**src/rtl/ipr_pkg.sv**
```systemverilog
// Purpose: constants and types for the input reference prescaler
// Assumes: 10 MHz system clock, APB register access
// Notes: register indices are word indices; byte address = index * 4
package ipr_pkg;
    localparam int NUM_IN = 14;
    localparam int CLK_PERIOD_NS = 100;
    localparam int AMI_LOS_TIME_US = 1000;
    localparam int AMI_LOS_CYC = AMI_LOS_TIME_US * 1000 / CLK_PERIOD_NS;
    localparam int FREQ_WIN_TIME_US = 1000;
    localparam int FREQ_WIN_CYC = FREQ_WIN_TIME_US * 1000 / CLK_PERIOD_NS;
    // ---------------------------------------------------------------
    // register indices
    // ---------------------------------------------------------------
    localparam logic [7:0] IDX_TCTL = 8'h03;
    localparam logic [7:0] IDX_FCFG0 = 8'h20;
    localparam logic [7:0] IDX_FCFG13 = 8'h2D;
    localparam logic [7:0] IDX_MODE = 8'h34;
    localparam logic [7:0] IDX_DIFF = 8'h35;
    localparam logic [7:0] IDX_MON0 = 8'h38;
    localparam logic [7:0] IDX_MON3 = 8'h3B;
    localparam logic [7:0] IDX_NLO = 8'h46;
    localparam logic [7:0] IDX_NHI = 8'h47;
    localparam logic [7:0] IDX_PRIO0 = 8'h50;
    localparam logic [7:0] IDX_PRIO13 = 8'h5D;
    localparam logic [7:0] IDX_UNAV = 8'h60;
    localparam logic [7:0] IDX_AMI = 8'h61;
    localparam logic [7:0] IDX_OOB = 8'h62;
    // ---------------------------------------------------------------
    // fields, codes and reset values
    // ---------------------------------------------------------------
    localparam int TCTL_EDGE_POL = 2;
    localparam int MODE_SONET = 2;
    localparam int FCFG_PRESCALE_VALUE_HIGH = 7;
    localparam int FCFG_L8K = 6;
    localparam int ACT_UNIT_SH = 4;
    localparam int DIFF_CH_A = 4;
    localparam int DIFF_CH_B = 5;
    localparam logic [13:0] PRESCALE_VALUE_HIGH_MIN = 14'h0001;
    localparam logic [13:0] PRESCALE_VALUE_HIGH_MAX = 14'h30D3;
    localparam logic [3:0] FC_8K = 4'h0, FC_T1E1 = 4'h1, FC_6M48 = 4'h2, FC_19M44 = 4'h3;
    localparam logic [3:0] FC_25M92 = 4'h4, FC_38M88 = 4'h5, FC_51M84 = 4'h6, FC_77M76 = 4'h7;
    localparam logic [3:0] FC_155M52 = 4'h8, FC_2K = 4'h9, FC_4K = 4'hA, FC_COMP = 4'hB;
    localparam logic [13:0][3:0] DEF_CODE = 56'h1111_3333_3300_BB;
    localparam logic [3:0] SLAVE_PRIO = 4'h1;
    localparam logic [7:0] DIFF_RST = 8'h02;
    localparam logic [3:0][7:0] MON_RST = 32'h8040_2010;
    localparam logic [3:0] FREQ_LO = 4'h7;
    localparam logic [3:0] FREQ_HI = 4'h9;
    localparam logic [3:0] AMI_MARKS = 4'h8;
    localparam logic [2:0] AMI_DEP_LIMIT = 3'h4;
    localparam logic [1:0] INIT_LOAD = 2'h2;
    // ---------------------------------------------------------------
    // types
    // ---------------------------------------------------------------
    typedef struct packed {
        logic psel;
        logic penable;
        logic pwrite;
        logic [11:0] paddr;
        logic [31:0] pwdata;
    } ipr_apb_req_t;
    typedef struct packed {
        logic pready;
        logic [31:0] prdata;
        logic pslverr;
    } ipr_apb_rsp_t;
    typedef struct packed {
        logic [13:2] ref_m, ref_s, lvl;
        logic [1:0] pos_m, pos_s, neg_m, neg_s, pos_p, neg_p, pol;
        logic [1:0] strap_m, strap_s;
        logic [1:0] init_cnt;
        logic [7:0] tctl, mode, diff, nlo, nhi;
        logic [13:0][7:0] fcfg;
        logic [3:0][7:0] mon;
        logic [13:0][3:0] prio;
        logic [13:0][14:0] div;
        logic [13:0] cmp;
        logic [13:0][15:0] idle;
        logic [13:0] act_lost;
        logic [15:0] win;
        logic [13:0][3:0] fcnt;
        logic [13:0] oob;
        logic [1:0][3:0] marks;
        logic [1:0][15:0] los_cnt;
        logic [1:0] los, ami_bad, dep_sticky;
        logic [1:0][2:0] deps;
        logic [13:0] unavail;
        ipr_apb_rsp_t apb;
    } ipr_state_t;
endpackage : ipr_pkg

```
**src/rtl/ipr_input_prescaler.sv**
```systemverilog
// Purpose: input reference front end: prescaling, AMI decode, monitors
// Assumes: reference pins are slow enough to be sampled at the system clock
// Notes: one packed state, one comb process, one register process
//
// Design decision made here: register access over APB.
`timescale 1ns/1ps
module ipr_input_prescaler
    import ipr_pkg::*;
#(
    parameter int LOS_CYC = AMI_LOS_CYC,
    parameter int WIN_CYC = FREQ_WIN_CYC
) (
    input wire logic sys_clk_i,
    input wire logic nrst_i,
    input wire ipr_apb_req_t apb_i,
    output ipr_apb_rsp_t apb_o,
    input wire logic [13:2] ref_clk_i,
    input wire logic [1:0] ami_pos_i,
    input wire logic [1:0] ami_neg_i,
    input wire logic network_standard_pin_i,
    input wire logic master_slave_pin_i,
    output logic [13:0] cmp_edge_o,
    output logic [13:0] unavail_o,
    output logic [1:0] ami_los_o,
    output logic [1:0] diff_pecl_sel_o,
    output logic network_standard_sel_o
);

    // ---------------------------------------------------------------
    // helpers
    // ---------------------------------------------------------------
    // divide-by-(factor) minus one needed to reach 8 kHz from a spot code
    function automatic logic [14:0] auto_lim(input logic [3:0] code, input logic sonet);
        case (code)
            FC_T1E1: auto_lim = sonet ? 15'd192 : 15'd255;
            FC_6M48: auto_lim = 15'd809;
            FC_19M44: auto_lim = 15'd2429;
            FC_25M92: auto_lim = 15'd3239;
            FC_38M88: auto_lim = 15'd4859;
            FC_51M84: auto_lim = 15'd6479;
            FC_77M76: auto_lim = 15'd9719;
            FC_155M52: auto_lim = 15'd19439;
            default: auto_lim = 15'd0;
        endcase
    endfunction : auto_lim

    ipr_state_t q, d;

    // ---------------------------------------------------------------
    // next state
    // ---------------------------------------------------------------
    logic [13:0] n_raw, n_eff;
    logic [7:0] idx;
    logic acc, hit, wr;
    logic [7:0] rd;
    logic win_end;
    logic [13:0] edg;
    logic [14:0] lim;
    logic [3:0] code;
    logic cfg_bad, divided;
    logic [1:0] mark, viol, dep;
    logic pr, nr;

    always_comb begin
        d = q;
        n_raw = {q.nhi[5:0], q.nlo};
        // out-of-range N is clamped so the divider never stalls
        n_eff = (n_raw < PRESCALE_VALUE_HIGH_MIN) ? PRESCALE_VALUE_HIGH_MIN : (n_raw > PRESCALE_VALUE_HIGH_MAX) ? PRESCALE_VALUE_HIGH_MAX : n_raw;
        idx = apb_i.paddr[9:2];
        acc = apb_i.psel && apb_i.penable && !q.apb.pready;
        wr = 1'b0;
        hit = 1'b1;
        rd = 8'h00;
        win_end = (q.win == 16'(WIN_CYC - 1));
        edg = '0;
        lim = '0;
        code = '0;
        cfg_bad = 1'b0;
        divided = 1'b0;
        mark = '0;
        viol = '0;
        dep = '0;
        pr = 1'b0;
        nr = 1'b0;
        // pin synchronisers
        d.ref_m = ref_clk_i;
        d.ref_s = q.ref_m;
        d.pos_m = ami_pos_i;
        d.pos_s = q.pos_m;
        d.neg_m = ami_neg_i;
        d.neg_s = q.neg_m;
        d.strap_m = {master_slave_pin_i, network_standard_pin_i};
        d.strap_s = q.strap_m;
        d.win = win_end ? 16'h0000 : q.win + 16'h0001;

        // AMI composite clock decoders on inputs one and two
        for (int a = 0; a < 2; a++) begin
            pr = q.pos_s[a] && !q.pos_p[a];
            nr = q.neg_s[a] && !q.neg_p[a];
            d.pos_p[a] = q.pos_s[a];
            d.neg_p[a] = q.neg_s[a];
            mark[a] = pr || nr;
            // a mark repeating the last polarity is a coding violation
            viol[a] = mark[a] && (pr == q.pol[a]);
            if (mark[a]) begin
                d.pol[a] = pr;
                if (viol[a]) begin
                    dep[a] = (q.marks[a] != AMI_MARKS);
                    d.marks[a] = 4'h1;
                end else if (q.marks[a] >= AMI_MARKS) begin
                    dep[a] = 1'b1;
                    d.marks[a] = 4'h1;
                end else begin
                    d.marks[a] = q.marks[a] + 4'h1;
                end
            end
            if (mark[a]) begin
                d.los_cnt[a] = 16'h0000;
                d.los[a] = 1'b0;
            end else if (q.los_cnt[a] == 16'(LOS_CYC - 1)) begin
                d.los[a] = 1'b1;
            end else begin
                d.los_cnt[a] = q.los_cnt[a] + 16'h0001;
            end
            if (dep[a] && q.deps[a] != 3'h7) begin
                d.deps[a] = q.deps[a] + 3'h1;
            end
            // frequent departures within a window disqualify the input
            if (win_end) begin
                d.ami_bad[a] = (q.deps[a] >= AMI_DEP_LIMIT) || (dep[a] && q.deps[a] >= AMI_DEP_LIMIT - 3'h1);
                d.deps[a] = 3'h0;
            end
        end

        // per-input edge selection, divider and monitors, each input on its own
        for (int k = 0; k < NUM_IN; k++) begin
            code = q.fcfg[k][3:0];
            if (k < 2) begin
                // locking to 8k on a composite clock uses the frame violations
                edg[k] = q.fcfg[k][FCFG_L8K] ? viol[k] : mark[k];
            end else begin
                d.lvl[k] = q.ref_s[k];
                edg[k] = q.tctl[TCTL_EDGE_POL] ? (!q.ref_s[k] && q.lvl[k])
                                               : (q.ref_s[k] && !q.lvl[k]);
            end
            if (q.fcfg[k][FCFG_PRESCALE_VALUE_HIGH]) begin
                lim = {1'b0, n_eff};
            end else if (q.fcfg[k][FCFG_L8K]) begin
                lim = auto_lim(code, q.mode[MODE_SONET]);
            end else if (code == FC_155M52) begin
                lim = 15'd1;
            end else begin
                lim = 15'd0;
            end
            d.cmp[k] = 1'b0;
            if (edg[k]) begin
                if (q.div[k] >= lim) begin
                    d.div[k] = 15'd0;
                    d.cmp[k] = 1'b1;
                end else begin
                    d.div[k] = q.div[k] + 15'd1;
                end
            end
            // activity: idle time against the selected configuration
            if (k < 2 ? mark[k] : edg[k]) begin
                d.idle[k] = 16'h0000;
                d.act_lost[k] = 1'b0;
            end else begin
                if (q.idle[k] != 16'hFFFF) begin
                    d.idle[k] = q.idle[k] + 16'h0001;
                end
                d.act_lost[k] = q.idle[k] >= {4'h0, q.mon[q.fcfg[k][5:4]], 4'h0};
            end
            // frequency check on the divided 8 kHz stream
            divided = (q.fcfg[k][FCFG_PRESCALE_VALUE_HIGH] || q.fcfg[k][FCFG_L8K]) && code != FC_2K && code != FC_4K;
            if (q.cmp[k] && q.fcnt[k] != 4'hF) begin
                d.fcnt[k] = q.fcnt[k] + 4'h1;
            end
            if (win_end) begin
                d.fcnt[k] = 4'h0;
                if (!divided) begin
                    d.oob[k] = 1'b0;
                end else if (!q.act_lost[k] && !(k < 2 && q.ami_bad[k])) begin
                    d.oob[k] = q.fcnt[k] < FREQ_LO || q.fcnt[k] > FREQ_HI;
                end
            end
            cfg_bad = (code > FC_COMP) || (code == FC_155M52 && k != DIFF_CH_A && k != DIFF_CH_B);
            d.unavail[k] = q.act_lost[k] || q.oob[k] || cfg_bad
                           || (k < 2 && (q.los[k] || q.ami_bad[k]));
        end
        d.dep_sticky = q.dep_sticky | dep;

        // APB register access, one wait state
        d.apb.pready = acc;
        d.apb.pslverr = 1'b0;
        d.apb.prdata = 32'h0000_0000;
        if (apb_i.paddr[1:0] != 2'b00 || apb_i.paddr[11:10] != 2'b00) begin
            hit = 1'b0;
        end else if (idx >= IDX_FCFG0 && idx <= IDX_FCFG13) begin
            rd = q.fcfg[idx - IDX_FCFG0];
        end else if (idx >= IDX_MON0 && idx <= IDX_MON3) begin
            rd = q.mon[idx - IDX_MON0];
        end else if (idx >= IDX_PRIO0 && idx <= IDX_PRIO13) begin
            rd = {4'h0, q.prio[idx - IDX_PRIO0]};
        end else begin
            case (idx)
                IDX_TCTL: rd = q.tctl;
                IDX_MODE: rd = q.mode;
                IDX_DIFF: rd = q.diff;
                IDX_NLO: rd = q.nlo;
                IDX_NHI: rd = q.nhi;
                IDX_UNAV: rd = q.unavail[7:0];
                IDX_AMI: rd = {2'b00, q.dep_sticky, q.ami_bad, q.los};
                IDX_OOB: rd = q.oob[7:0];
                default: hit = 1'b0;
            endcase
        end
        if (acc) begin
            d.apb.pslverr = !hit;
            d.apb.prdata = {24'h000000, rd};
            if (idx == IDX_UNAV || idx == IDX_OOB) begin
                d.apb.prdata = {18'h00000, (idx == IDX_UNAV) ? q.unavail : q.oob};
            end
            wr = hit && apb_i.pwrite;
        end
        if (wr) begin
            if (idx >= IDX_FCFG0 && idx <= IDX_FCFG13) begin
                d.fcfg[idx - IDX_FCFG0] = apb_i.pwdata[7:0];
            end else if (idx >= IDX_MON0 && idx <= IDX_MON3) begin
                d.mon[idx - IDX_MON0] = apb_i.pwdata[7:0];
            end else if (idx >= IDX_PRIO0 && idx <= IDX_PRIO13) begin
                d.prio[idx - IDX_PRIO0] = apb_i.pwdata[3:0];
            end else begin
                case (idx)
                    IDX_TCTL: d.tctl = apb_i.pwdata[7:0];
                    IDX_MODE: d.mode = apb_i.pwdata[7:0];
                    IDX_DIFF: d.diff = apb_i.pwdata[7:0];
                    IDX_NLO: d.nlo = apb_i.pwdata[7:0];
                    IDX_NHI: d.nhi = apb_i.pwdata[7:0];
                    // new departures still set the bit in the clearing cycle
                    IDX_AMI: d.dep_sticky = (q.dep_sticky & ~apb_i.pwdata[5:4]) | dep;
                    default: d.tctl = q.tctl;
                endcase
            end
        end

        // straps are taken once the synchronisers hold settled levels
        if (q.init_cnt != 2'h3) begin
            d.init_cnt = q.init_cnt + 2'h1;
        end
        if (q.init_cnt == INIT_LOAD) begin
            d.mode[MODE_SONET] = q.strap_s[0];
            if (!q.strap_s[1]) begin
                d.prio[10] = SLAVE_PRIO;
                d.fcfg[10] = {4'h0, FC_6M48};
            end
        end
    end

    // ---------------------------------------------------------------
    // state register
    // ---------------------------------------------------------------
    always_ff @(posedge sys_clk_i or negedge nrst_i) begin
        if (!nrst_i) begin
            q <= '0;
            q.diff <= DIFF_RST;
            q.mon <= MON_RST;
            for (int k = 0; k < NUM_IN; k++) begin
                q.fcfg[k] <= {4'h0, DEF_CODE[k]};
                q.prio[k] <= 4'(k + 2);
            end
        end else begin
            q <= d;
        end
    end

    assign apb_o = q.apb;
    assign cmp_edge_o = q.cmp;
    assign unavail_o = q.unavail;
    assign ami_los_o = q.los;
    assign diff_pecl_sel_o = q.diff[1:0];
    assign network_standard_sel_o = q.mode[MODE_SONET];
endmodule : ipr_input_prescaler

```
**config.mk**
```make
export PLATFORM = sky130hd
export DESIGN_NAME = ipr_input_prescaler
export DESIGN_NICKNAME = d
export VERILOG_FILES = /design/src/rtl/ipr_pkg.sv /design/src/rtl/ipr_input_prescaler.sv
export SDC_FILE = /design/constraint.sdc
export NUM_CORES = 2
export LEC_CHECK = 0
export ABC_AREA = 1
export BUFFER_PORTS_ARGS = -buffer_cell sky130_fd_sc_hd__buf_2
export CORE_ASPECT_RATIO = 1.5
export CORE_MARGIN = 3
export CORE_UTILIZATION = 50
export CTS_BUF_LIST = sky130_fd_sc_hd__clkbuf_16
export DETAILED_ROUTE_END_ITERATION = 16
export PLACE_DENSITY = 0.66
export SYNTH_ARGS = -nofsm -noshare
export SYNTH_HDL_FRONTEND = slang
export SYNTH_SLANG_ARGS = --single-unit
```
**constraint.sdc**
```tcl
create_clock -name sys_clk_i -period 4.05 [get_ports sys_clk_i]
set_input_delay 0.81 -clock sys_clk_i [delete_from_list [all_inputs] [get_ports sys_clk_i]]
set_output_delay 0.81 -clock sys_clk_i [all_outputs]
set_load 0.02 [all_outputs]
```
======== Word-level counts from Yosys, hierarchy flattened ========
Cells that the tools add are included.
storage, ports and cells
  bits in registers ....................... 944
  input bits .............................. 67
  output and inout bits ................... 67
  logic and storage cells ................. 1070
operators by class
  add/sub/neg operators ................... 53
  magnitude comparators ................... 104
  equal/unequal tests ..................... 206
  multiplexer cells ....................... 316
  bitwise operators ....................... 7
  reduce and logical (&&, ||, !) cells .... 259
operators with widths
  kind                                            number
  case mux 15 bit (8 select lines)                14
  two-way mux 15 bit                              43
  two-way mux 16 bit                              33
  adder 16 x 1 -> 16 bit (second input constant)  17
  binary-select mux 8 bit (select 2 bit)          15
  two-way mux 227 bit                             1
  == test 4 x 3 -> 1 bit (second input constant)  56
  >= comparator 16 x 12 -> 1 bit                  14
  != test 16 bit (second input constant)          14
  two-way mux 8 bit                               27
  adder 15 x 1 -> 15 bit (second input constant)  14
  >= comparator 15 bit                            14
  != test 4 bit (second input constant)           44
  two-way mux 4 bit                               36
  two-way mux 1 bit                               115
  bitwise mux 112 bit                             1
  == test 4 x 2 -> 1 bit (second input constant)  28
  > comparator 4 bit (second input constant)      28
  two-way mux 112 bit                             1
  two-way mux 56 bit                              2
  two-way mux 88 bit                              1
  logical AND 1 bit                               87
  two-way mux 27 bit                              3
  logical OR 1 bit                                78
  other kinds (54)                                259

======== Logic depth before layout (Yosys ltp) ========
  word-level depth ........................ 12
  depth in mapped cells ................... 23
  gate-level depth less buffers ........... 23

======== Worst setup path after synthesis ========
Ideal clock, no wire load.
  path kind ............................... reg-to-reg
  start point ............................. register with a tool-made name
  end point ............................... register q[487] (netlist bit)
  library setup time ...................... 0.074 ns
  arrival time ............................ 3.141 ns
  required time ........................... 3.976 ns
  slack ................................... 0.835 ns
  cell stages (with the launch flop) ...... 24
  clock period less this slack ............ 3.215 ns
  cell sequence ........................... dfrtp_1 > clkbuf_1 > inv_1 > nor2_1 > inv_1 > nor2_1 > inv_1 > nand2_1 > nor3_1 > nor2_1 > inv_1 > nor2_1 > a21oi_1 > ha_1 > a21oi_1 > o21ai_0 > nor3b_1 > o21ai_0 > nand2_1 > or2_2 > nand2_1 > inv_1 > clkbuf_1 > nor2_1
RTL lines
  what       RTL line                   text
  to (decl)  ipr_input_prescaler.sv:47  ipr_state_t q, d;

======== Worst setup path after layout ========
  start point ............................. register q (netlist bit n_raw[2])
  end point ............................... register q[495] (netlist bit)
between the ends
  longest elaborated chain between the ends .. 6
  elaborated cells between the ends (all ways) .. 7
RTL lines
  what                      RTL line                    text
  > comparator 14 bit       ipr_input_prescaler.sv:68   n_eff = (n_raw < PRESCALE_VALUE_HIGH_MIN) ? PRESCALE_VALUE_HIGH_MIN : (n_raw > PRESCALE_VALUE_HIGH_MAX) ? PRES ...
  two-way mux 14 bit        ipr_input_prescaler.sv:68
  two-way mux 14 bit (*)    ipr_input_prescaler.sv:68
  two-way mux 15 bit (*)    ipr_input_prescaler.sv:146  if (q.fcfg[k][FCFG_PRESCALE_VALUE_HIGH]) begin
  >= comparator 15 bit (*)  ipr_input_prescaler.sv:157  if (q.div[k] >= lim) begin
  two-way mux 15 bit (*)    ipr_input_prescaler.sv:157
Mark *: on every way between the ends. The rest lies on a longest branch, timed or not.
A chain may end at the register's enable or synchronous reset.

==> summary.md <==
| Metric | Value |
|---|---|
| Post-synth EDFFs | `0` |
| Seq pwr share | `46.9%` |
| Crit path kind | `flop to flop` |
| Initial detailed-routing violation count | `5365` |
| Clk root buf | `clkbuf_16` |
| Cell variety after synth | `68` |
| Total core area | `0.1226 mm2` |
| First-pass GRT wire length | `312.9 mm` |
| Pin count of the biggest net entering global routing | `93` |
| Ports | `134` |
| Overflow after GRT | `0` |
| Cell count of the worst reg-to-reg path | `19` |
| CTS Buf Count | `96` |
| Nets | `8984` |
| Leakage | `32.36 nW` |
| Max-Cap Viols | `0` |
| Period utilization | `92.15%` |
| Simple-gate share of the synthesized area | `25.61%` |
| Placer Congestion | `0.9895` |
| Cells after Synth | `8467` |
| Vias per cell | `5.847` |
| Switching share of power | `29.11%` |
| Post-synthesis compound-gate area fraction | `16.49%` |
| Share of cells above drive strength 1 | `6.044%` |
| Reg-to-Reg End | `q[495]` |
| Cell Count, Final, Fillers Out | `10160` |
| Xor/xnor share of the synthesized area | `2.377%` |
| Rel. slew slack | `22.53%` |
| Yosys warns | `0` |
| Die area | `0.1282 mm2` |
| Req. time, crit path | `4640 ps` |
| PD cells | `329.9 mW/mm2` |
| Slew Viols, Final | `0` |
| Primary FF master, synth | `dfrtp_1` |
| Worst Setup End Kind | `flop` |
| Cell Rows | `157` |
| TritonCTS clock tree | `built` |
| Initial antenna violation count | `5` |
| Syn Area/Cell | `7.311 um2` |
| Die width | `293.3 um` |
| Htree depth | `3` |
| Syn Std Cell Area | `0.06190 mm2` |
| Design area | `0.06726 mm2` |
| Synthesis-to-layout area growth | `8.657%` |
| Placed cell count | `9981` |
| Clock latency on the worst-skew pair | `730 ps` |
| # clock sinks | `926` |
| VDD IR max | `0.0003348 V` |
| Mux share of post-synthesis cell area | `0%` |
| Adder-cell share of the synthesized area | `8.651%` |
| Final ANT Viol Nets | `0` |
| Max Root-Sink Buffers | `3` |
| Via Count | `59410` |
| Skew final | `36.56 ps` |
| FFs w/ async S/R, synth | `100.0%` |
| Port bufs | `91` |
| Net switching power | `6.459 mW` |
| Endpoints failing hold | `0` |
| Worst r2r src | `n_raw[2]` |
| Placed Instance Area | `0.06413 mm2` |
| Register area share after synthesis | `37.55%` |
| Worst Tran Pin Value | `1161 ps` |
| CP Max Fanout | `13` |
| Combinational family with the most area after synthesis | `simple AND/OR/NAND/NOR gates` |
| Fmax | `267.9 MHz` |
| Reg clk slew, reported paths | `70 ps` |
| Post-Route WL | `203.5 mm` |
| All-Layer GR Usage | `31.09%` |
| Seq cells post-synth | `926` |
| Worst R2R Setup Slack | `320 ps` |
| Internal | `15.73 mW` |
| Clk pwr share | `40.5%` |
| Die height | `436.9 um` |
| Post-DP HPWL | `152.1 mm` |
| CP Launch Type | `flop` |
| Final min period | `3732 ps` |
| Class of the worst hold path | `input pin to async pin` |
| DR WL/cell | `20.02 um` |
| Post-layout util | `54.87%` |
| Status | `complete, no violations` |
| Worst path arrival time | `4320 ps` |
| Initial core utilization | `50.50%` |
| Final setup fails | `0` |
| Comb power frac | `12.6%` |
| Vias in the first global route | `56820` |
| Detailed Routing Iterations Pass 1 | `8` |
| Filler cell count | `11670` |
| DRC Markers | `0` |
critical path: stages, from the launching register on:
cell,delay [ps]
dfrtp_1,400
inv_1,80
nand2_1,100
a311oi_1,220
o21ai_0,170
nand2_1,220
buf_6,250
nand2_1,250
inv_1,100
buf_4,310
o22ai_1,140
ha_1,200
o21ai_0,170
nor3b_1,200
o21ai_0,100
nand2_1,70
or2_2,140
nand2_1,50
inv_1,310
nor2_1,90
how the worst max path moves through the flow:
stage | start | to | cells past startpoint
6_report | n_raw[2] | q[495] | 19
5_1_grt | n_raw[2] | q[551] | 22
4_1_cts | n_raw[2] | q[644] | 19
3_5_place_dp | n_raw[2] | q[644] | 19
3_3_place_gp | apb_i[34] | flop | 12
2_1_floorplan | flop | q[487] | 23
metrics by stage:
stage | power, mW | TNS [ps] | setup slack [ps] | hold WS (ps)
final | 22.19 | 0 | 317.8 | 95.04
after global routing | 23.20 | -1.827 | -1.827 | 98.04
after CTS | 22.39 | 0 | 326.8 | 80.35
after detailed placement | 13.37 | 0 | 364.6 | 335.8
after global placement | 13.23 | 0 | 431.2 | 332.8
after floorplan | 12.25 | 0 | 835.5 | 331.2
cell usage in the layout, fill, tap and decap left out, types with 139 or more instances in the layout:
master / Yosys / routed
ha_1: 428 / 428
nor2_1: 1031 / 1030
dfrtp_1: 868 / 868
nand3_1: 448 / 448
o21ai_0: 701 / 701
o22ai_1: 174 / 174
inv_1: 1049 / 1064
nand4_1: 174 / 174
a21oi_1: 531 / 531
nor3_1: 257 / 257
buf_4: 70 / 139
nand2_1: 1600 / 1600
cell usage after synthesis (99+ instances only):
cell type	count	area (um2)
xor2_1	136	1191
o22ai_1	174	1089
o21ai_0	701	3508
inv_1	1049	3938
nor3_1	257	1286
nand3_1	448	2242
a21oi_1	531	2658
a31oi_1	99	619.3
o21ai_1	120	600.6
nand2_1	1600	6006
ha_1	428	5355
dfrtp_1	868	21720
nand4_1	174	1089
clkbuf_1	220	825.8
nor2_1	1031	3870
cell type report:
cell class,count,area [um2],share of cell area [%]
flip-flops and latches,926,23240,34.56
well taps,1590,1989,2.958
repair buffers,247,1841,2.736
diodes,1,2.502,0.003720
inverters,1090,4100,6.096
multi-input cells,6128,32970,49.02
clock inverters,81,660.6,0.9822
clock buffers,98,2452,3.646
layer usage:
metal | track usage [%] | share of wire [%] | vias to the layer above
met2 | 52.74 | 47 | 2251
li1 | - | - | 28390
met4 | 19.53 | 7.5 | 4
met3 | 5.148 | 7.1 | 714
met1 | 36.62 | 38 | 28050
met5 | 0 | 0.012 | -
timing repair:
action | CTS | global route
setup endpoints to repair | 0 | 45
setup buffers | 0 | 0
hold buffers | 0 | 0
resized for setup | 0 | 5
power by group through the flow:
| stage | registers [mW] | logic (mW) | clock network [mW] |
|---|---|---|---|
| 2_1_floorplan | 10.4 | 1.86 | 0 |
| 3_3_place_gp | 10.5 | 2.70 | 0 |
| 3_5_place_dp | 10.6 | 2.81 | 0 |
| 4_1_cts | 10.4 | 2.82 | 9.17 |
| 5_1_grt | 10.5 | 3.21 | 9.51 |
| 6_report | 10.4 | 2.81 | 8.98 |
logic make-up (layout without fill, tap and decap cells):
family | Yosys count | after routing
compound gates | 1838 | 1838
fa+ha+maj | 428 | 428
buf+inv | 1430 | 1516
other cells | 1 | 19
flops | 926 | 926
simple gates | 3676 | 3676
xor+xnor | 168 | 168
Power figures use the tool's default switching activity.
